File: src/verilog/pcs_pkg.sv
/*
 * Shared constants and types of the PWM clock control and scaler block.
 * Assumes one 50 MHz system clock and a plain strobe register port.
 */
package pcs_pkg;

    // ==========================================================
    // Register offsets (word index on the plain port)
    // ==========================================================
    localparam logic [3:0] PCS_OFS_CLKCON  = 4'h0; // Clock control
    localparam logic [3:0] PCS_OFS_STEP    = 4'h1; // Scale increment
    localparam logic [3:0] PCS_OFS_MINPER  = 4'h2; // Minimum period
    localparam logic [3:0] PCS_OFS_UNLOCK  = 4'h3; // Unlock key port
    localparam logic [3:0] PCS_OFS_IRQSTAT = 4'h4; // Sticky events, RO
    localparam logic [3:0] PCS_OFS_IRQCLR  = 4'h5; // Clear, WO
    localparam logic [3:0] PCS_OFS_IRQEN   = 4'h6; // Enable mask
    localparam logic [3:0] PCS_OFS_STATUS  = 4'h7; // Live status, RO

    // ==========================================================
    // Clock control field positions
    // ==========================================================
    localparam int PCS_BIT_READY   = 15;
    localparam int PCS_BIT_ERROR   = 14;
    localparam int PCS_BIT_LOCK    = 8;
    localparam int PCS_POS_DIV     = 4;
    localparam int PCS_POS_SRC     = 0;

    // Writable bits of the clock control register
    localparam logic [15:0] PCS_CLKCON_WMASK = 16'h0133;

    // ==========================================================
    // Reset values
    // ==========================================================
    localparam logic [15:0] PCS_RST_CLKCON = 16'h0000;
    localparam logic [15:0] PCS_RST_STEP   = 16'h0000;
    localparam logic [15:0] PCS_RST_MINPER = 16'h0000;
    localparam logic [2:0]  PCS_RST_IRQEN  = 3'h0;

    // ==========================================================
    // Unlock keys, arbitrary values
    // ==========================================================
    localparam logic [15:0] PCS_KEY_FIRST  = 16'h55AA;
    localparam logic [15:0] PCS_KEY_SECOND = 16'hAA55;

    // ==========================================================
    // Timing
    // ==========================================================
    localparam int PCS_CLK_MHZ       = 50;
    localparam int PCS_CAL_TIME_US   = 10; // Fine-edge calibration time
    localparam int PCS_CAL_CYCLES    = PCS_CAL_TIME_US * PCS_CLK_MHZ;

    // Interrupt event bits
    localparam int PCS_EV_READY  = 0;
    localparam int PCS_EV_ERROR  = 1;
    localparam int PCS_EV_PULSE  = 2;

    // Master clock source codes
    typedef enum logic [1:0] {
        PCS_SRC_SYSOSC  = 2'h0,
        PCS_SRC_AUXVCO2 = 2'h1,
        PCS_SRC_PRIPLL  = 2'h2,
        PCS_SRC_AUXPLL  = 2'h3
    } pcs_src_t;

    // Register port bundle
    typedef struct packed {
        logic [3:0]  addr;
        logic [15:0] wdata;
        logic        wr;
        logic        rd;
    } pcs_req_t;

endpackage

File: src/verilog/pcs_scaler.sv
/*
 * Frequency-scaling accumulator of the PWM clock front end.
 * Assumes step and minimum period are stable register outputs.
 */
module pcs_scaler
    import pcs_pkg::*;
(
    input  wire logic        clk,
    input  wire logic        rst,
    input  wire logic        tick,      // One master clock cycle
    input  wire logic [15:0] step,
    input  wire logic [15:0] min_per,
    output logic             pulse_q
);

    // ==========================================================
    // Accumulator
    // ==========================================================
    logic [16:0] acc_q;   // One spare bit so a sum never wraps while step is at most the minimum period
    logic [16:0] sum;     // Accumulator plus step

    assign sum = acc_q + {1'b0, step};

    // Add on every tick, wrap by the minimum period on a pulse
    always_ff @(posedge clk) begin
        if (rst) begin
            acc_q   <= 17'h00000;
            pulse_q <= 1'b0;
        end else if (tick) begin
            if (sum > {1'b0, min_per}) begin
                // Keep the remainder for rate accuracy
                acc_q   <= sum - {1'b0, min_per};
                pulse_q <= 1'b1;
            end else begin
                acc_q   <= sum;
                pulse_q <= 1'b0;
            end
        end else begin
            pulse_q <= 1'b0;
        end
    end

    // One pulse only on a tick that exceeds the threshold
    pulse_cause_a: assert property (@(posedge clk) disable iff (rst)
        pulse_q |-> $past(tick) && $past(sum) > {1'b0, $past(min_per)})
        else $error("scaled pulse without threshold crossing");

    // After a pulse the accumulator holds the sum less the minimum period
    acc_carry_a: assert property (@(posedge clk) disable iff (rst)
        pulse_q |-> acc_q == $past(sum) - {1'b0, $past(min_per)})
        else $error("accumulator remainder wrong");

endmodule

File: src/verilog/pcs_top.sv
/*
 * PWM clock control and frequency scaler: registers, lock,
 * clock source and divider selection, fine-edge status, interrupts.
 * Assumes the four master clock sources arrive as enable ticks in the
 * system clock domain, and fine-edge status arrives synchronous.
 */
// Local design decisions: the strobed register port and the register addresses.
// Contract
// - Ready bit shows fine-edge circuitry is ready.
// - Error bit sets on fault; reduced resolution.
// - Full resolution only ready and no error.
// - Lock bit blocks protected writes when set.
// - Lock clears only after unlock sequence.
// - Divider field 5-4 selects 2/4/8/16.
// - Source field 1-0 selects master clock.
// - Step added to accumulator each master tick.
// - Pulse emitted when accumulator exceeds minimum.
// - Unimplemented control bits read zero.
// - Sixteen-bit minimum period register.
module pcs_top
    import pcs_pkg::*;
(
    input  wire logic        CLK_SYS,
    input  wire logic        SYS_RST,
    input  wire logic [3:0]  ADDR,
    input  wire logic [15:0] WDATA,
    input  wire logic        WR,
    input  wire logic        RD,
    output logic      [15:0] RDATA,
    input  wire logic        SRC_SYSOSC_TICK,   // Master clock ticks
    input  wire logic        SRC_AUXVCO2_TICK,
    input  wire logic        SRC_PRIPLL_TICK,
    input  wire logic        SRC_AUXPLL_TICK,
    input  wire logic        HIRES_CAL_DONE,    // Calibration finished
    input  wire logic        HIRES_FAULT,       // Fine-edge fault pulse
    input  wire logic        GEN_ANY_ON,        // Any generator enabled
    output logic             MASTER_TICK,       // Selected master tick
    output logic             PWM_CLK_TICK,      // Divided master tick
    output logic             SCALED_PULSE,      // Scaler output pulse
    output logic             FULL_RES,          // Fine edges usable
    output logic             IRQ
);

    // ==========================================================
    // Register port
    // ==========================================================
    pcs_req_t req;           // Bundled request
    assign req = '{addr: ADDR, wdata: WDATA, wr: WR, rd: RD};

    logic        lock_q;          // Protection lock
    logic [1:0]  div_sel_q;       // Clock divider select
    pcs_src_t    src_q;           // Master clock source
    logic        ready_q;         // Fine-edge ready
    logic        error_q;         // Fine-edge error, sticky
    logic [15:0] step_q;          // Frequency scale increment
    logic [15:0] min_per_q;       // Frequency scale minimum period
    logic [2:0]  irq_stat_q;      // Sticky events
    logic [2:0]  irq_en_q;        // Event enables
    logic        src_chg_run_q;   // Source changed while running
    logic        wr_clkcon;       // Control write strobe
    logic        unlock_ok;       // Unlock sequence complete

    assign wr_clkcon = req.wr && req.addr == PCS_OFS_CLKCON;

    // ==========================================================
    // Unlock sequencer
    // ==========================================================
    typedef enum logic [1:0] {
        PCS_UL_IDLE  = 2'b00,
        PCS_UL_KEY1  = 2'b01,
        PCS_UL_OPEN  = 2'b11
    } pcs_ul_t;

    pcs_ul_t ul_q;   // Progress through the key sequence

    assign unlock_ok = ul_q == PCS_UL_OPEN;

    // Two keys back to back on the unlock port arm one lock clear;
    // any other write in between aborts, so stray code cannot unlock
    always_ff @(posedge CLK_SYS) begin
        if (SYS_RST) begin
            ul_q <= PCS_UL_IDLE;
        end else if (req.wr) begin
            unique case (ul_q)
                PCS_UL_IDLE: begin
                    if (req.addr == PCS_OFS_UNLOCK &&
                        req.wdata == PCS_KEY_FIRST) begin
                        ul_q <= PCS_UL_KEY1;
                    end
                end
                PCS_UL_KEY1: begin
                    if (req.addr == PCS_OFS_UNLOCK &&
                        req.wdata == PCS_KEY_SECOND) begin
                        ul_q <= PCS_UL_OPEN;
                    end else begin
                        ul_q <= PCS_UL_IDLE;
                    end
                end
                PCS_UL_OPEN: begin
                    // Any write consumes the open window
                    ul_q <= PCS_UL_IDLE;
                end
                default: begin
                    ul_q <= PCS_UL_IDLE;
                end
            endcase
        end
    end

    // ==========================================================
    // Clock control register
    // ==========================================================
    // Lock sets freely; clearing needs the open window
    always_ff @(posedge CLK_SYS) begin
        if (SYS_RST) begin
            lock_q <= PCS_RST_CLKCON[PCS_BIT_LOCK];
        end else if (wr_clkcon) begin
            if (req.wdata[PCS_BIT_LOCK]) begin
                lock_q <= 1'b1;
            end else if (unlock_ok) begin
                lock_q <= 1'b0;
            end
        end
    end

    // Divider and source are protected fields
    always_ff @(posedge CLK_SYS) begin
        if (SYS_RST) begin
            div_sel_q <= PCS_RST_CLKCON[PCS_POS_DIV +: 2];
            src_q     <= pcs_src_t'(PCS_RST_CLKCON[PCS_POS_SRC +: 2]);
        end else if (wr_clkcon && !lock_q) begin
            div_sel_q <= req.wdata[PCS_POS_DIV +: 2];
            src_q     <= pcs_src_t'(req.wdata[PCS_POS_SRC +: 2]);
        end
    end

    // Flag a source change while generators run; software should not
    always_ff @(posedge CLK_SYS) begin
        if (SYS_RST) begin
            src_chg_run_q <= 1'b0;
        end else begin
            src_chg_run_q <= wr_clkcon && !lock_q && GEN_ANY_ON &&
                req.wdata[PCS_POS_SRC +: 2] != src_q;
        end
    end

    // ==========================================================
    // Scaler registers, also lock protected
    // ==========================================================
    always_ff @(posedge CLK_SYS) begin
        if (SYS_RST) begin
            step_q    <= PCS_RST_STEP;
            min_per_q <= PCS_RST_MINPER;
        end else if (req.wr && !lock_q) begin
            if (req.addr == PCS_OFS_STEP) begin
                step_q <= req.wdata;
            end
            if (req.addr == PCS_OFS_MINPER) begin
                min_per_q <= req.wdata;
            end
        end
    end

    // ==========================================================
    // Fine-edge status
    // ==========================================================
    // Ready follows calibration; error holds until reset
    always_ff @(posedge CLK_SYS) begin
        if (SYS_RST) begin
            ready_q <= 1'b0;
            error_q <= 1'b0;
        end else begin
            ready_q <= HIRES_CAL_DONE;
            if (HIRES_FAULT) begin
                error_q <= 1'b1;
            end
        end
    end

    // Full resolution only while ready and fault free
    always_ff @(posedge CLK_SYS) begin
        if (SYS_RST) begin
            FULL_RES <= 1'b0;
        end else begin
            FULL_RES <= ready_q && !error_q;
        end
    end

    // ==========================================================
    // Master clock select and divider
    // ==========================================================
    logic       sel_tick;   // Tick of the selected source
    logic [3:0] div_cnt_q;  // Divider count
    logic [3:0] div_top;    // Last count before wrap

    always_comb begin
        unique case (src_q)
            PCS_SRC_SYSOSC:  sel_tick = SRC_SYSOSC_TICK;
            PCS_SRC_AUXVCO2: sel_tick = SRC_AUXVCO2_TICK;
            PCS_SRC_PRIPLL:  sel_tick = SRC_PRIPLL_TICK;
            PCS_SRC_AUXPLL:  sel_tick = SRC_AUXPLL_TICK;
        endcase
    end

    // Ratio 2 << code: 2, 4, 8, 16
    assign div_top = 4'((5'h02 << div_sel_q) - 5'h01);

    // Divider counts master ticks and emits one per ratio
    always_ff @(posedge CLK_SYS) begin
        if (SYS_RST) begin
            div_cnt_q    <= 4'h0;
            PWM_CLK_TICK <= 1'b0;
            MASTER_TICK  <= 1'b0;
        end else begin
            MASTER_TICK <= sel_tick;
            if (sel_tick) begin
                if (div_cnt_q >= div_top) begin
                    div_cnt_q    <= 4'h0;
                    PWM_CLK_TICK <= 1'b1;
                end else begin
                    div_cnt_q    <= div_cnt_q + 4'h1;
                    PWM_CLK_TICK <= 1'b0;
                end
            end else begin
                PWM_CLK_TICK <= 1'b0;
            end
        end
    end

    // ==========================================================
    // Frequency scaler
    // ==========================================================
    logic scaled_pulse;   // Scaler pulse, registered inside

    pcs_scaler u_scaler (
        .clk     (CLK_SYS),
        .rst     (SYS_RST),
        .tick    (sel_tick),
        .step    (step_q),
        .min_per (min_per_q),
        .pulse_q (scaled_pulse)
    );

    assign SCALED_PULSE = scaled_pulse;

    // ==========================================================
    // Interrupts
    // ==========================================================
    logic [2:0] ev;        // Event pulses this cycle
    logic       ready_d1;  // Ready of the previous cycle

    always_ff @(posedge CLK_SYS) begin
        if (SYS_RST) begin
            ready_d1 <= 1'b0;
        end else begin
            ready_d1 <= ready_q;
        end
    end

    assign ev[PCS_EV_READY] = ready_q && !ready_d1;
    assign ev[PCS_EV_ERROR] = HIRES_FAULT && !error_q;
    assign ev[PCS_EV_PULSE] = scaled_pulse;

    // Set beats clear so no event is lost
    always_ff @(posedge CLK_SYS) begin
        if (SYS_RST) begin
            irq_stat_q <= 3'h0;
            irq_en_q   <= PCS_RST_IRQEN;
        end else begin
            if (req.wr && req.addr == PCS_OFS_IRQCLR) begin
                irq_stat_q <= (irq_stat_q & ~req.wdata[2:0]) | ev;
            end else begin
                irq_stat_q <= irq_stat_q | ev;
            end
            if (req.wr && req.addr == PCS_OFS_IRQEN) begin
                irq_en_q <= req.wdata[2:0];
            end
        end
    end

    always_ff @(posedge CLK_SYS) begin
        if (SYS_RST) begin
            IRQ <= 1'b0;
        end else begin
            IRQ <= |(irq_stat_q & irq_en_q);
        end
    end

    // ==========================================================
    // Read path, data in the cycle after the strobe
    // ==========================================================
    logic [15:0] clkcon_rd;   // Control image, holes read zero

    assign clkcon_rd = {ready_q, error_q, 5'h00, lock_q, 2'h0,
                        div_sel_q, 2'h0, src_q};

    always_ff @(posedge CLK_SYS) begin
        if (SYS_RST) begin
            RDATA <= 16'h0000;
        end else if (req.rd) begin
            unique case (req.addr)
                PCS_OFS_CLKCON:  RDATA <= clkcon_rd;
                PCS_OFS_STEP:    RDATA <= step_q;
                PCS_OFS_MINPER:  RDATA <= min_per_q;
                PCS_OFS_IRQSTAT: RDATA <= {13'h0000, irq_stat_q};
                PCS_OFS_IRQEN:   RDATA <= {13'h0000, irq_en_q};
                PCS_OFS_STATUS:  RDATA <= {13'h0000, src_chg_run_q,
                                           unlock_ok, FULL_RES};
                default:         RDATA <= 16'h0000;
            endcase
        end else begin
            RDATA <= 16'h0000;
        end
    end

    // ==========================================================
    // Checks
    // ==========================================================
    lock_blocks_a: assert property (@(posedge CLK_SYS)
        disable iff (SYS_RST)
        (wr_clkcon && lock_q) |=> $stable(div_sel_q) && $stable(src_q))
        else $error("protected field changed while locked");

    lock_clear_a: assert property (@(posedge CLK_SYS)
        disable iff (SYS_RST)
        ($fell(lock_q)) |-> $past(unlock_ok) && $past(wr_clkcon))
        else $error("lock cleared without unlock sequence");

    full_res_a: assert property (@(posedge CLK_SYS)
        disable iff (SYS_RST)
        FULL_RES |-> $past(ready_q) && !$past(error_q))
        else $error("full resolution without ready");

    error_sticky_a: assert property (@(posedge CLK_SYS)
        disable iff (SYS_RST)
        HIRES_FAULT |=> error_q ##1 !FULL_RES)
        else $error("fault did not set error");

    ready_follow_a: assert property (@(posedge CLK_SYS)
        disable iff (SYS_RST)
        HIRES_CAL_DONE |=> ready_q)
        else $error("ready bit not following calibration");

    holes_zero_a: assert property (@(posedge CLK_SYS)
        disable iff (SYS_RST)
        (req.rd && req.addr == PCS_OFS_CLKCON) |=> (RDATA & 16'h3ECC) == 0)
        else $error("unimplemented control bits read nonzero");

    div_ratio_a: assert property (@(posedge CLK_SYS)
        disable iff (SYS_RST)
        PWM_CLK_TICK |-> $past(div_cnt_q) == $past(div_top))
        else $error("divider wrap at wrong count");

    src_sel_a: assert property (@(posedge CLK_SYS)
        disable iff (SYS_RST)
        (src_q == PCS_SRC_PRIPLL) |=> MASTER_TICK == $past(SRC_PRIPLL_TICK))
        else $error("wrong master clock source");

    step_write_a: assert property (@(posedge CLK_SYS)
        disable iff (SYS_RST)
        (req.wr && !lock_q && req.addr == PCS_OFS_STEP)
        |=> step_q == $past(req.wdata))
        else $error("step register not written");

endmodule

File: config.mk
export PLATFORM = sky130hd
export DESIGN_NAME = pcs_top
export DESIGN_NICKNAME = d
export VERILOG_FILES = /design/src/verilog/pcs_pkg.sv /design/src/verilog/pcs_scaler.sv /design/src/verilog/pcs_top.sv
export SDC_FILE = /design/constraint.sdc
export NUM_CORES = 1
export LEC_CHECK = 0
export BUFFER_PORTS_ARGS = -buffer_cell sky130_fd_sc_hd__buf_2
export CAP_MARGIN = 20
export CORE_AREA = 3 3 121 123
export DETAILED_ROUTE_END_ITERATION = 10
export DIE_AREA = 0 0 124 126
export PLACE_DENSITY = 0.62
export SYNTH_ARGS = -nofsm -noshare
export SYNTH_HDL_FRONTEND = slang
export SYNTH_SLANG_ARGS = --single-unit
File: constraint.sdc
create_clock -name CLK_SYS -period 5.85 [get_ports CLK_SYS]
set_clock_uncertainty 0.05 [all_clocks]
set_input_delay 0.585 -clock CLK_SYS [delete_from_list [all_inputs] [get_ports CLK_SYS]]
set_output_delay 0.585 -clock CLK_SYS [all_outputs]
set_load 0.005 [all_outputs]
==> flow_summary.ini, run 1 <==
[die]
core_sq_um = 13800
ioPinCount = 52
die_h_um = 126
rows = 43
start_util_pct = 39.2
die_area_sq_um = 15600
die_x_um = 124

[worst_setup_path]
critPathKind = flop to flop
crit_path_frequent_cell = a21o_1
crit_family = compound AO/OA/AOI/OAI gates
path_buf_inv = 0
path_cells = ha_1 > fa_1 > a211oi_1 > o21a_1 > o21ai_1 > a21o_1 > a21oi_1 > xnor2_1 > ha_1 > a21o_1 > a21o_1 > a21o_1 > a2111oi_1 > a21o_1 > a21oi_1 > a221o_1
worstRegToRegCells = 16
cp-start-kind = flop
cpMaxStageDelayCell = a21o_1
required_ns = 6.04
cp.arrival_ns = 5.22
crit_cells = 16
cp-end-kind = flop
max_stage_delay_ns = 0.65
cp_max_fo = 20

[flow_run]
max_cap_viol_count = 0

[cts]
cts_tree = yes
post_cts_resized = 0
clock_path_buffers = 2
clk-insertion-delay-late_ns = 0.35
numCtsBuffers = 9
postCtsHoldBufs = 0
cts_setup_buffers = 0
cts_root_buf = clkbuf_16
clkTransAtPathRegs_ns = 0.07
cts_sinks = 91
htreeDepth = 3

[detailed_routing]
wirelength_um = 15200
drc = 0
num_vias = 5140
wl_per_cell_um = 16.9
drt_iter0_drc = 623
dr.pass1.iters = 5
via_per_inst = 5.73
ant_nets = 0

[min_path]
worstHoldPathCells = 2
hold_class = primary input to flop

[synthesis]
synth_fp_nets = 749
ys_ff_latch = 91
synth_cell_types = 57
synth_top_area_share_pct = 33.8
post_synth.cell_area_avg_sq_um = 7.93
synth_area_leaders = dfxtp_1 (34%), ha_1 (8.4%), a21oi_1 (6.9%)
synthCells = 680
synth_area_leader_cell = dfxtp_1
synth_area_sq_um = 5390
ys_seq_area_share_pct = 33.8
ys_warn_count = 0
ys.flop_type = dfxtp_1
synth_edf_count = 0
async_flop_share_pct = 0

[power]
ir_worst_vdd_mv = 0.193
pwr-share-seq_pct = 31.0
p_leak_nw = 2.40
power_frac_clock_pct = 24.0
power_frac_comb_pct = 45.0
p_sw_mw = 0.929
switching_share_pct = 40.0
p_int_mw = 1.39
powerDensity_nw_per_um2 = 383

[timing]
final-setup-viol-count = 0
max_slew_margin_pct = 32.8
fin_crit_sh_pct = 86.1
drv_slew = 0
fmax_ghz = 0.199
tightest_slew_ns = 1.00
fin_crit_ns = 5.04
tns_ns = 0
rsz0062_at_grt = false
finalHoldViolCount = 0
fin_ws_ns = 0.813

[final_layout]
syn_to_final_growth_pct = 12.4
drive_above_1_share_pct = 10.2
n_fill_cell = 1363
final_area_sq_um = 6060
final_cell_mix = dfxtp_1 (91), nand2_1 (88), nor2_1 (78)
nets = 781
antenna-diode-count = 0
final_common_cell = dfxtp_1

[placed_design]
place_area_sq_um = 5770
place_ws_ns = 0.904
io_buffers = 51
dpl.hpwl_um = 11500
finalWeightedCongestion = 0.856

[grt]
antenna_found_initial = 0
grt_usage_pct = 19.6
grt_pass1_vias = 4752
grt_max_degree = 53
grt_pass1_wl_um = 24100
grt_overflow = 0

[outcome]
outcome = complete, no violations
-- logic make-up after synthesis --
kind of cell | synth area share (%)
AND/OR/NAND/NOR | 21.1
AO/OA/AOI/OAI | 24.5
flip-flops | 33.8
buffers and inverters | 4.11
adder cells (fa/ha/maj) | 9.10
XOR/XNOR | 4.39
multiplexers | 3.02
-- synth_stat cells, types with 3 or more instances --
master	n
a211o_1	4
nand4_1	7
nor4_1	3
a22oi_1	9
nor2b_1	8
nor3_1	10
o21ai_1	18
xnor2_1	13
a31oi_1	6
o21bai_1	3
nor2_1	78
and2_1	5
nand3_1	24
nor4bb_1	3
dfxtp_1	91
a211oi_1	8
o21ai_0	11
o211ai_1	9
buf_1	4
buf_2	6
xor2_1	14
nand2b_1	7
a21oi_1	74
a311oi_1	12
o21a_1	9
and3_1	4
ha_1	36
a21o_1	19
nand2_1	88
clkbuf_1	23
inv_1	24
mux2i_1	14
-- path summary, 6_finish.rpt --
path,start,to,slack [ns]
max reg2reg,step_q[0],u_scaler.acc_q[15],0.81
min reg2reg,min_per_q[1],min_per_q[1],0.41
max,step_q[0],u_scaler.acc_q[15],0.81
min,HIRES_CAL_DONE,ready_q,0.40
-- layer usage --
metal  up-vias  global-route usage, %  wire length [um]
li1       2516                      -                 -
met1      2415                   25.9              6950
met2       178                   30.7              6800
met3        31                   4.54               873
met4         0                   8.12               547
met5         -                      0                 0
-- registers in the layout, indices dropped and copies added, names as in the netlist --
signal            count
ready_d1              1
irq_stat_q            3
ready_q               1
step_q               16
FULL_RES              1
src_q                 2
div_sel_q             2
u_scaler.acc_q       17
error_q               1
IRQ                   1
min_per_q            16
div_cnt_q             4
ul_q                  2
PWM_CLK_TICK          1
RDATA                16
u_scaler.pulse_q      1
src_chg_run_q         1
MASTER_TICK           1
irq_en_q              3
lock_q                1
-- worst reg2reg max path: cells and delay by family (launching register included) --
family / cells / cell delay [ns]
adders and majority gates: 3 / 1.00
DFF: 1 / 0.33
xor gates and xnor gates: 1 / 0.18
AOI/OAI and AO/OA: 12 / 3.36
-- per-stage QoR --
step | util (%) | power, mW | std cells | hold slack, ns
2_1_floorplan | - | 1.53 | 680 | 0.376
3_3_place_gp | 41.9 | 1.71 | 880 | 0.396
3_5_place_dp | 41.9 | 1.74 | 880 | 0.405
4_1_cts | 43.9 | 2.30 | 896 | 0.388
5_1_grt | 44.0 | 2.48 | 897 | 0.410
6_report | 44.0 | 2.32 | 897 | 0.398
-- final cells by class --
cell class | instances | area [sq um] | share of cell area (%)
multi-input combinational | 532 | 3360 | 55.5
sequential | 91 | 1820 | 30.1
tap | 180 | 225 | 3.72
clock inverter | 5 | 37.5 | 0.619
timing repair buffer | 54 | 278 | 4.58
clock buffer | 11 | 243 | 4.01
inverter | 24 | 90.1 | 1.49
-- power by group through the flow --
stage,Combinational [mW],Clock (mW),Sequential [mW]
5_1_grt,1.16,0.591,0.726
3_5_place_dp,1.01,0,0.733
3_3_place_gp,0.984,0,0.731
2_1_floorplan,0.819,0,0.710
4_1_cts,1.01,0.567,0.719
6_report,1.04,0.559,0.720
(Power assumes the default switching activity.)
==> run 2: changes to the inputs <==
--- a/config.mk
+++ b/config.mk
@@ -7,10 +7,10 @@
 export LEC_CHECK = 0
 export BUFFER_PORTS_ARGS = -buffer_cell sky130_fd_sc_hd__buf_2
 export CAP_MARGIN = 20
-export CORE_AREA = 3 3 121 123
+export CORE_AREA = 3 3 92 160
 export DETAILED_ROUTE_END_ITERATION = 10
-export DIE_AREA = 0 0 124 126
-export PLACE_DENSITY = 0.62
+export DIE_AREA = 0 0 95 163
+export PLACE_DENSITY = 0.57
 export SYNTH_ARGS = -nofsm -noshare
 export SYNTH_HDL_FRONTEND = slang
 export SYNTH_SLANG_ARGS = --single-unit
==> run 2 against run 1 <==
Compared with the run above:
- utilization up 0.91 points
- non-clock buffer count is 2 higher
- clock-buffer cell count down 1
- sequential power about the same
- via count fell by 1.1%
- critical path depth increased by 1
- global-route usage rose by 1.8 points
- worst hold slack better by 0.0097 ns
- sequential cell count unchanged
- clock power grew 2%
- cell count decreased by 0.45%
- first-iteration DRC count decreased by 51%
- critical endpoint unchanged
- largest power group unchanged
==> flow_summary.ini, run 2 (synthesis gave the netlist of run 1 again) <==
[grt]
grt_pass1_wl_um = 25700
antenna_found_initial = 0
grt_usage_pct = 21.5
grt_max_degree = 57
grt_overflow = 0
grt_pass1_vias = 4983

[worst_setup_path]
required_ns = 6.03
worstSetupStartpoint = step_q[0]
cp.arrival_ns = 5.09
crit_path_frequent_cell = a21o_1
critPathKind = flop to flop
cp-start-kind = flop
cpMaxStageDelayCell = a211oi_1
max_stage_delay_ns = 0.45
r2r-start = step_q[0]
cp-end-kind = flop
cp_max_fo = 13
path_cells = ha_1 > fa_1 > a211oi_1 > o21a_1 > o21ai_1 > a21o_1 > a21oi_1 > xnor2_1 > ha_1 > a21o_1 > a21o_1 > a21o_1 > a2111oi_1 > a21o_1 > buf_4 > a21oi_1 > a221o_1

[cts]
postCtsHoldBufs = 0
cts_setup_buffers = 0
htreeDepth = 3
clkTransAtPathRegs_ns = 0.07
post_cts_resized = 0
cts_tree = yes
clock_path_buffers = 2
clk-insertion-delay-late_ns = 0.35
cts_root_buf = clkbuf_16
cts_sinks = 91
numCtsBuffers = 9

[power]
p_sw_mw = 0.938
pwr-share-seq_pct = 30.6
switching_share_pct = 40.1
p_int_mw = 1.40
totalPowerFinal_mw = 2.34
ir_worst_vdd_mv = 0.241
powerDensity_nw_per_um2 = 386
p_leak_nw = 2.42
power_frac_comb_pct = 45.1
power_frac_clock_pct = 24.3

[timing]
fin_crit_ns = 4.91
tightest_slew_ns = 1.04
rsz0062_at_grt = false
fin_ws_ns = 0.941
final-setup-viol-count = 0
fmax_ghz = 0.204
max_slew_margin_pct = 30.6
drv_slew = 0
fin_crit_sh_pct = 83.9
tns_ns = 0
finalHoldViolCount = 0
hold_ws_ns = 0.408

[detailed_routing]
wirelength_um = 16100
num_vias = 5081
drc = 0
wl_per_cell_um = 18.1
dr.pass1.iters = 5
ant_nets = 0
via_per_inst = 5.69
drt_iter0_drc = 307

[final_layout]
drive_above_1_share_pct = 10.4
syn_to_final_growth_pct = 12.6
final_common_cell = dfxtp_1
antenna-diode-count = 0
nets = 783
largest_reg_flops = 17
utilization_pct = 44.9
largest-register = u_scaler.acc_q
final_cell_mix = dfxtp_1 (91), nand2_1 (88), nor2_1 (78)

[min_path]
hold_class = primary input to flop
hold_start = HIRES_CAL_DONE

[die]
rows = 56
die_x_um = 95
core_sq_um = 13500
die_area_sq_um = 15500
die_h_um = 163
start_util_pct = 39.9
ioPinCount = 52

[placed_design]
io_buffers = 51
dpl.hpwl_um = 12700
finalWeightedCongestion = 0.861
place_ws_ns = 1.06

[flow_run]
max_cap_viol_count = 0

[outcome]
outcome = complete, no violations
run 2: changes by cell type in the layout (fill, tap and decap cells not counted):
cell,change
buf_4,+2
inv_8,+2
clkbuf_8,-1
clkinv_2,-1
clkinvlp_4,-1
inv_6,+1
run 2: final cells by class:
type	count	area, sq um
flip-flops and latches	91	1820
inverters	24	90.1
repair buffers	56	293
fillers	1342	7450
well taps	174	218
clock inverters	6	56.3
clock buffers	10	229
multi-input cells	532	3360
run 2: worst paths after layout:
| kind | endpoint | slack [ns] | cells past startpoint |
|---|---|---|---|
| worst max-delay path | u_scaler.acc_q[15] | 0.94 | 17 |
| worst min-delay path | ready_q | 0.41 | 2 |
| worst max register to register | u_scaler.acc_q[15] | 0.94 | 17 |
| worst min register to register | FULL_RES | 0.42 | 1 |
run 2: worst max-delay path: cells and delay by family (launching register included):
family	cells	cell delay, ns
xor+xnor	1	0.18
buf+inv	1	0.24
flops	1	0.33
fa+ha+maj	3	0.98
compound gates	12	3.00
run 2: routing by layer:
layer  part of all wire (%)  wire length, um  vias to the layer above  GRT usage (%)
li1                       -                -                     2512              -
met2                     54             8640                      141           39.9
met4                    3.3              529                        0           8.48
met1                     39             6230                     2399           23.9
met3                    4.5              729                       29           3.01
met5                      0                0                        -              0
run 2: per-stage QoR:
| step | std cells | area (sq um) |
|---|---|---|
| floorplan | 680 | 5390 |
| global placement | 876 | 5780 |
| detailed placement | 876 | 5780 |
| CTS | 892 | 6060 |
| global route | 893 | 6070 |
| finish | 893 | 6070 |
run 2: power by group through the flow:
stage	combinational [mW]	sequential, mW	clock, mW
global route	1.17	0.723	0.605
global placement	1.02	0.728	0
CTS	1.04	0.716	0.577
floorplan	0.819	0.710	0
detailed placement	1.04	0.730	0
finish	1.06	0.717	0.569
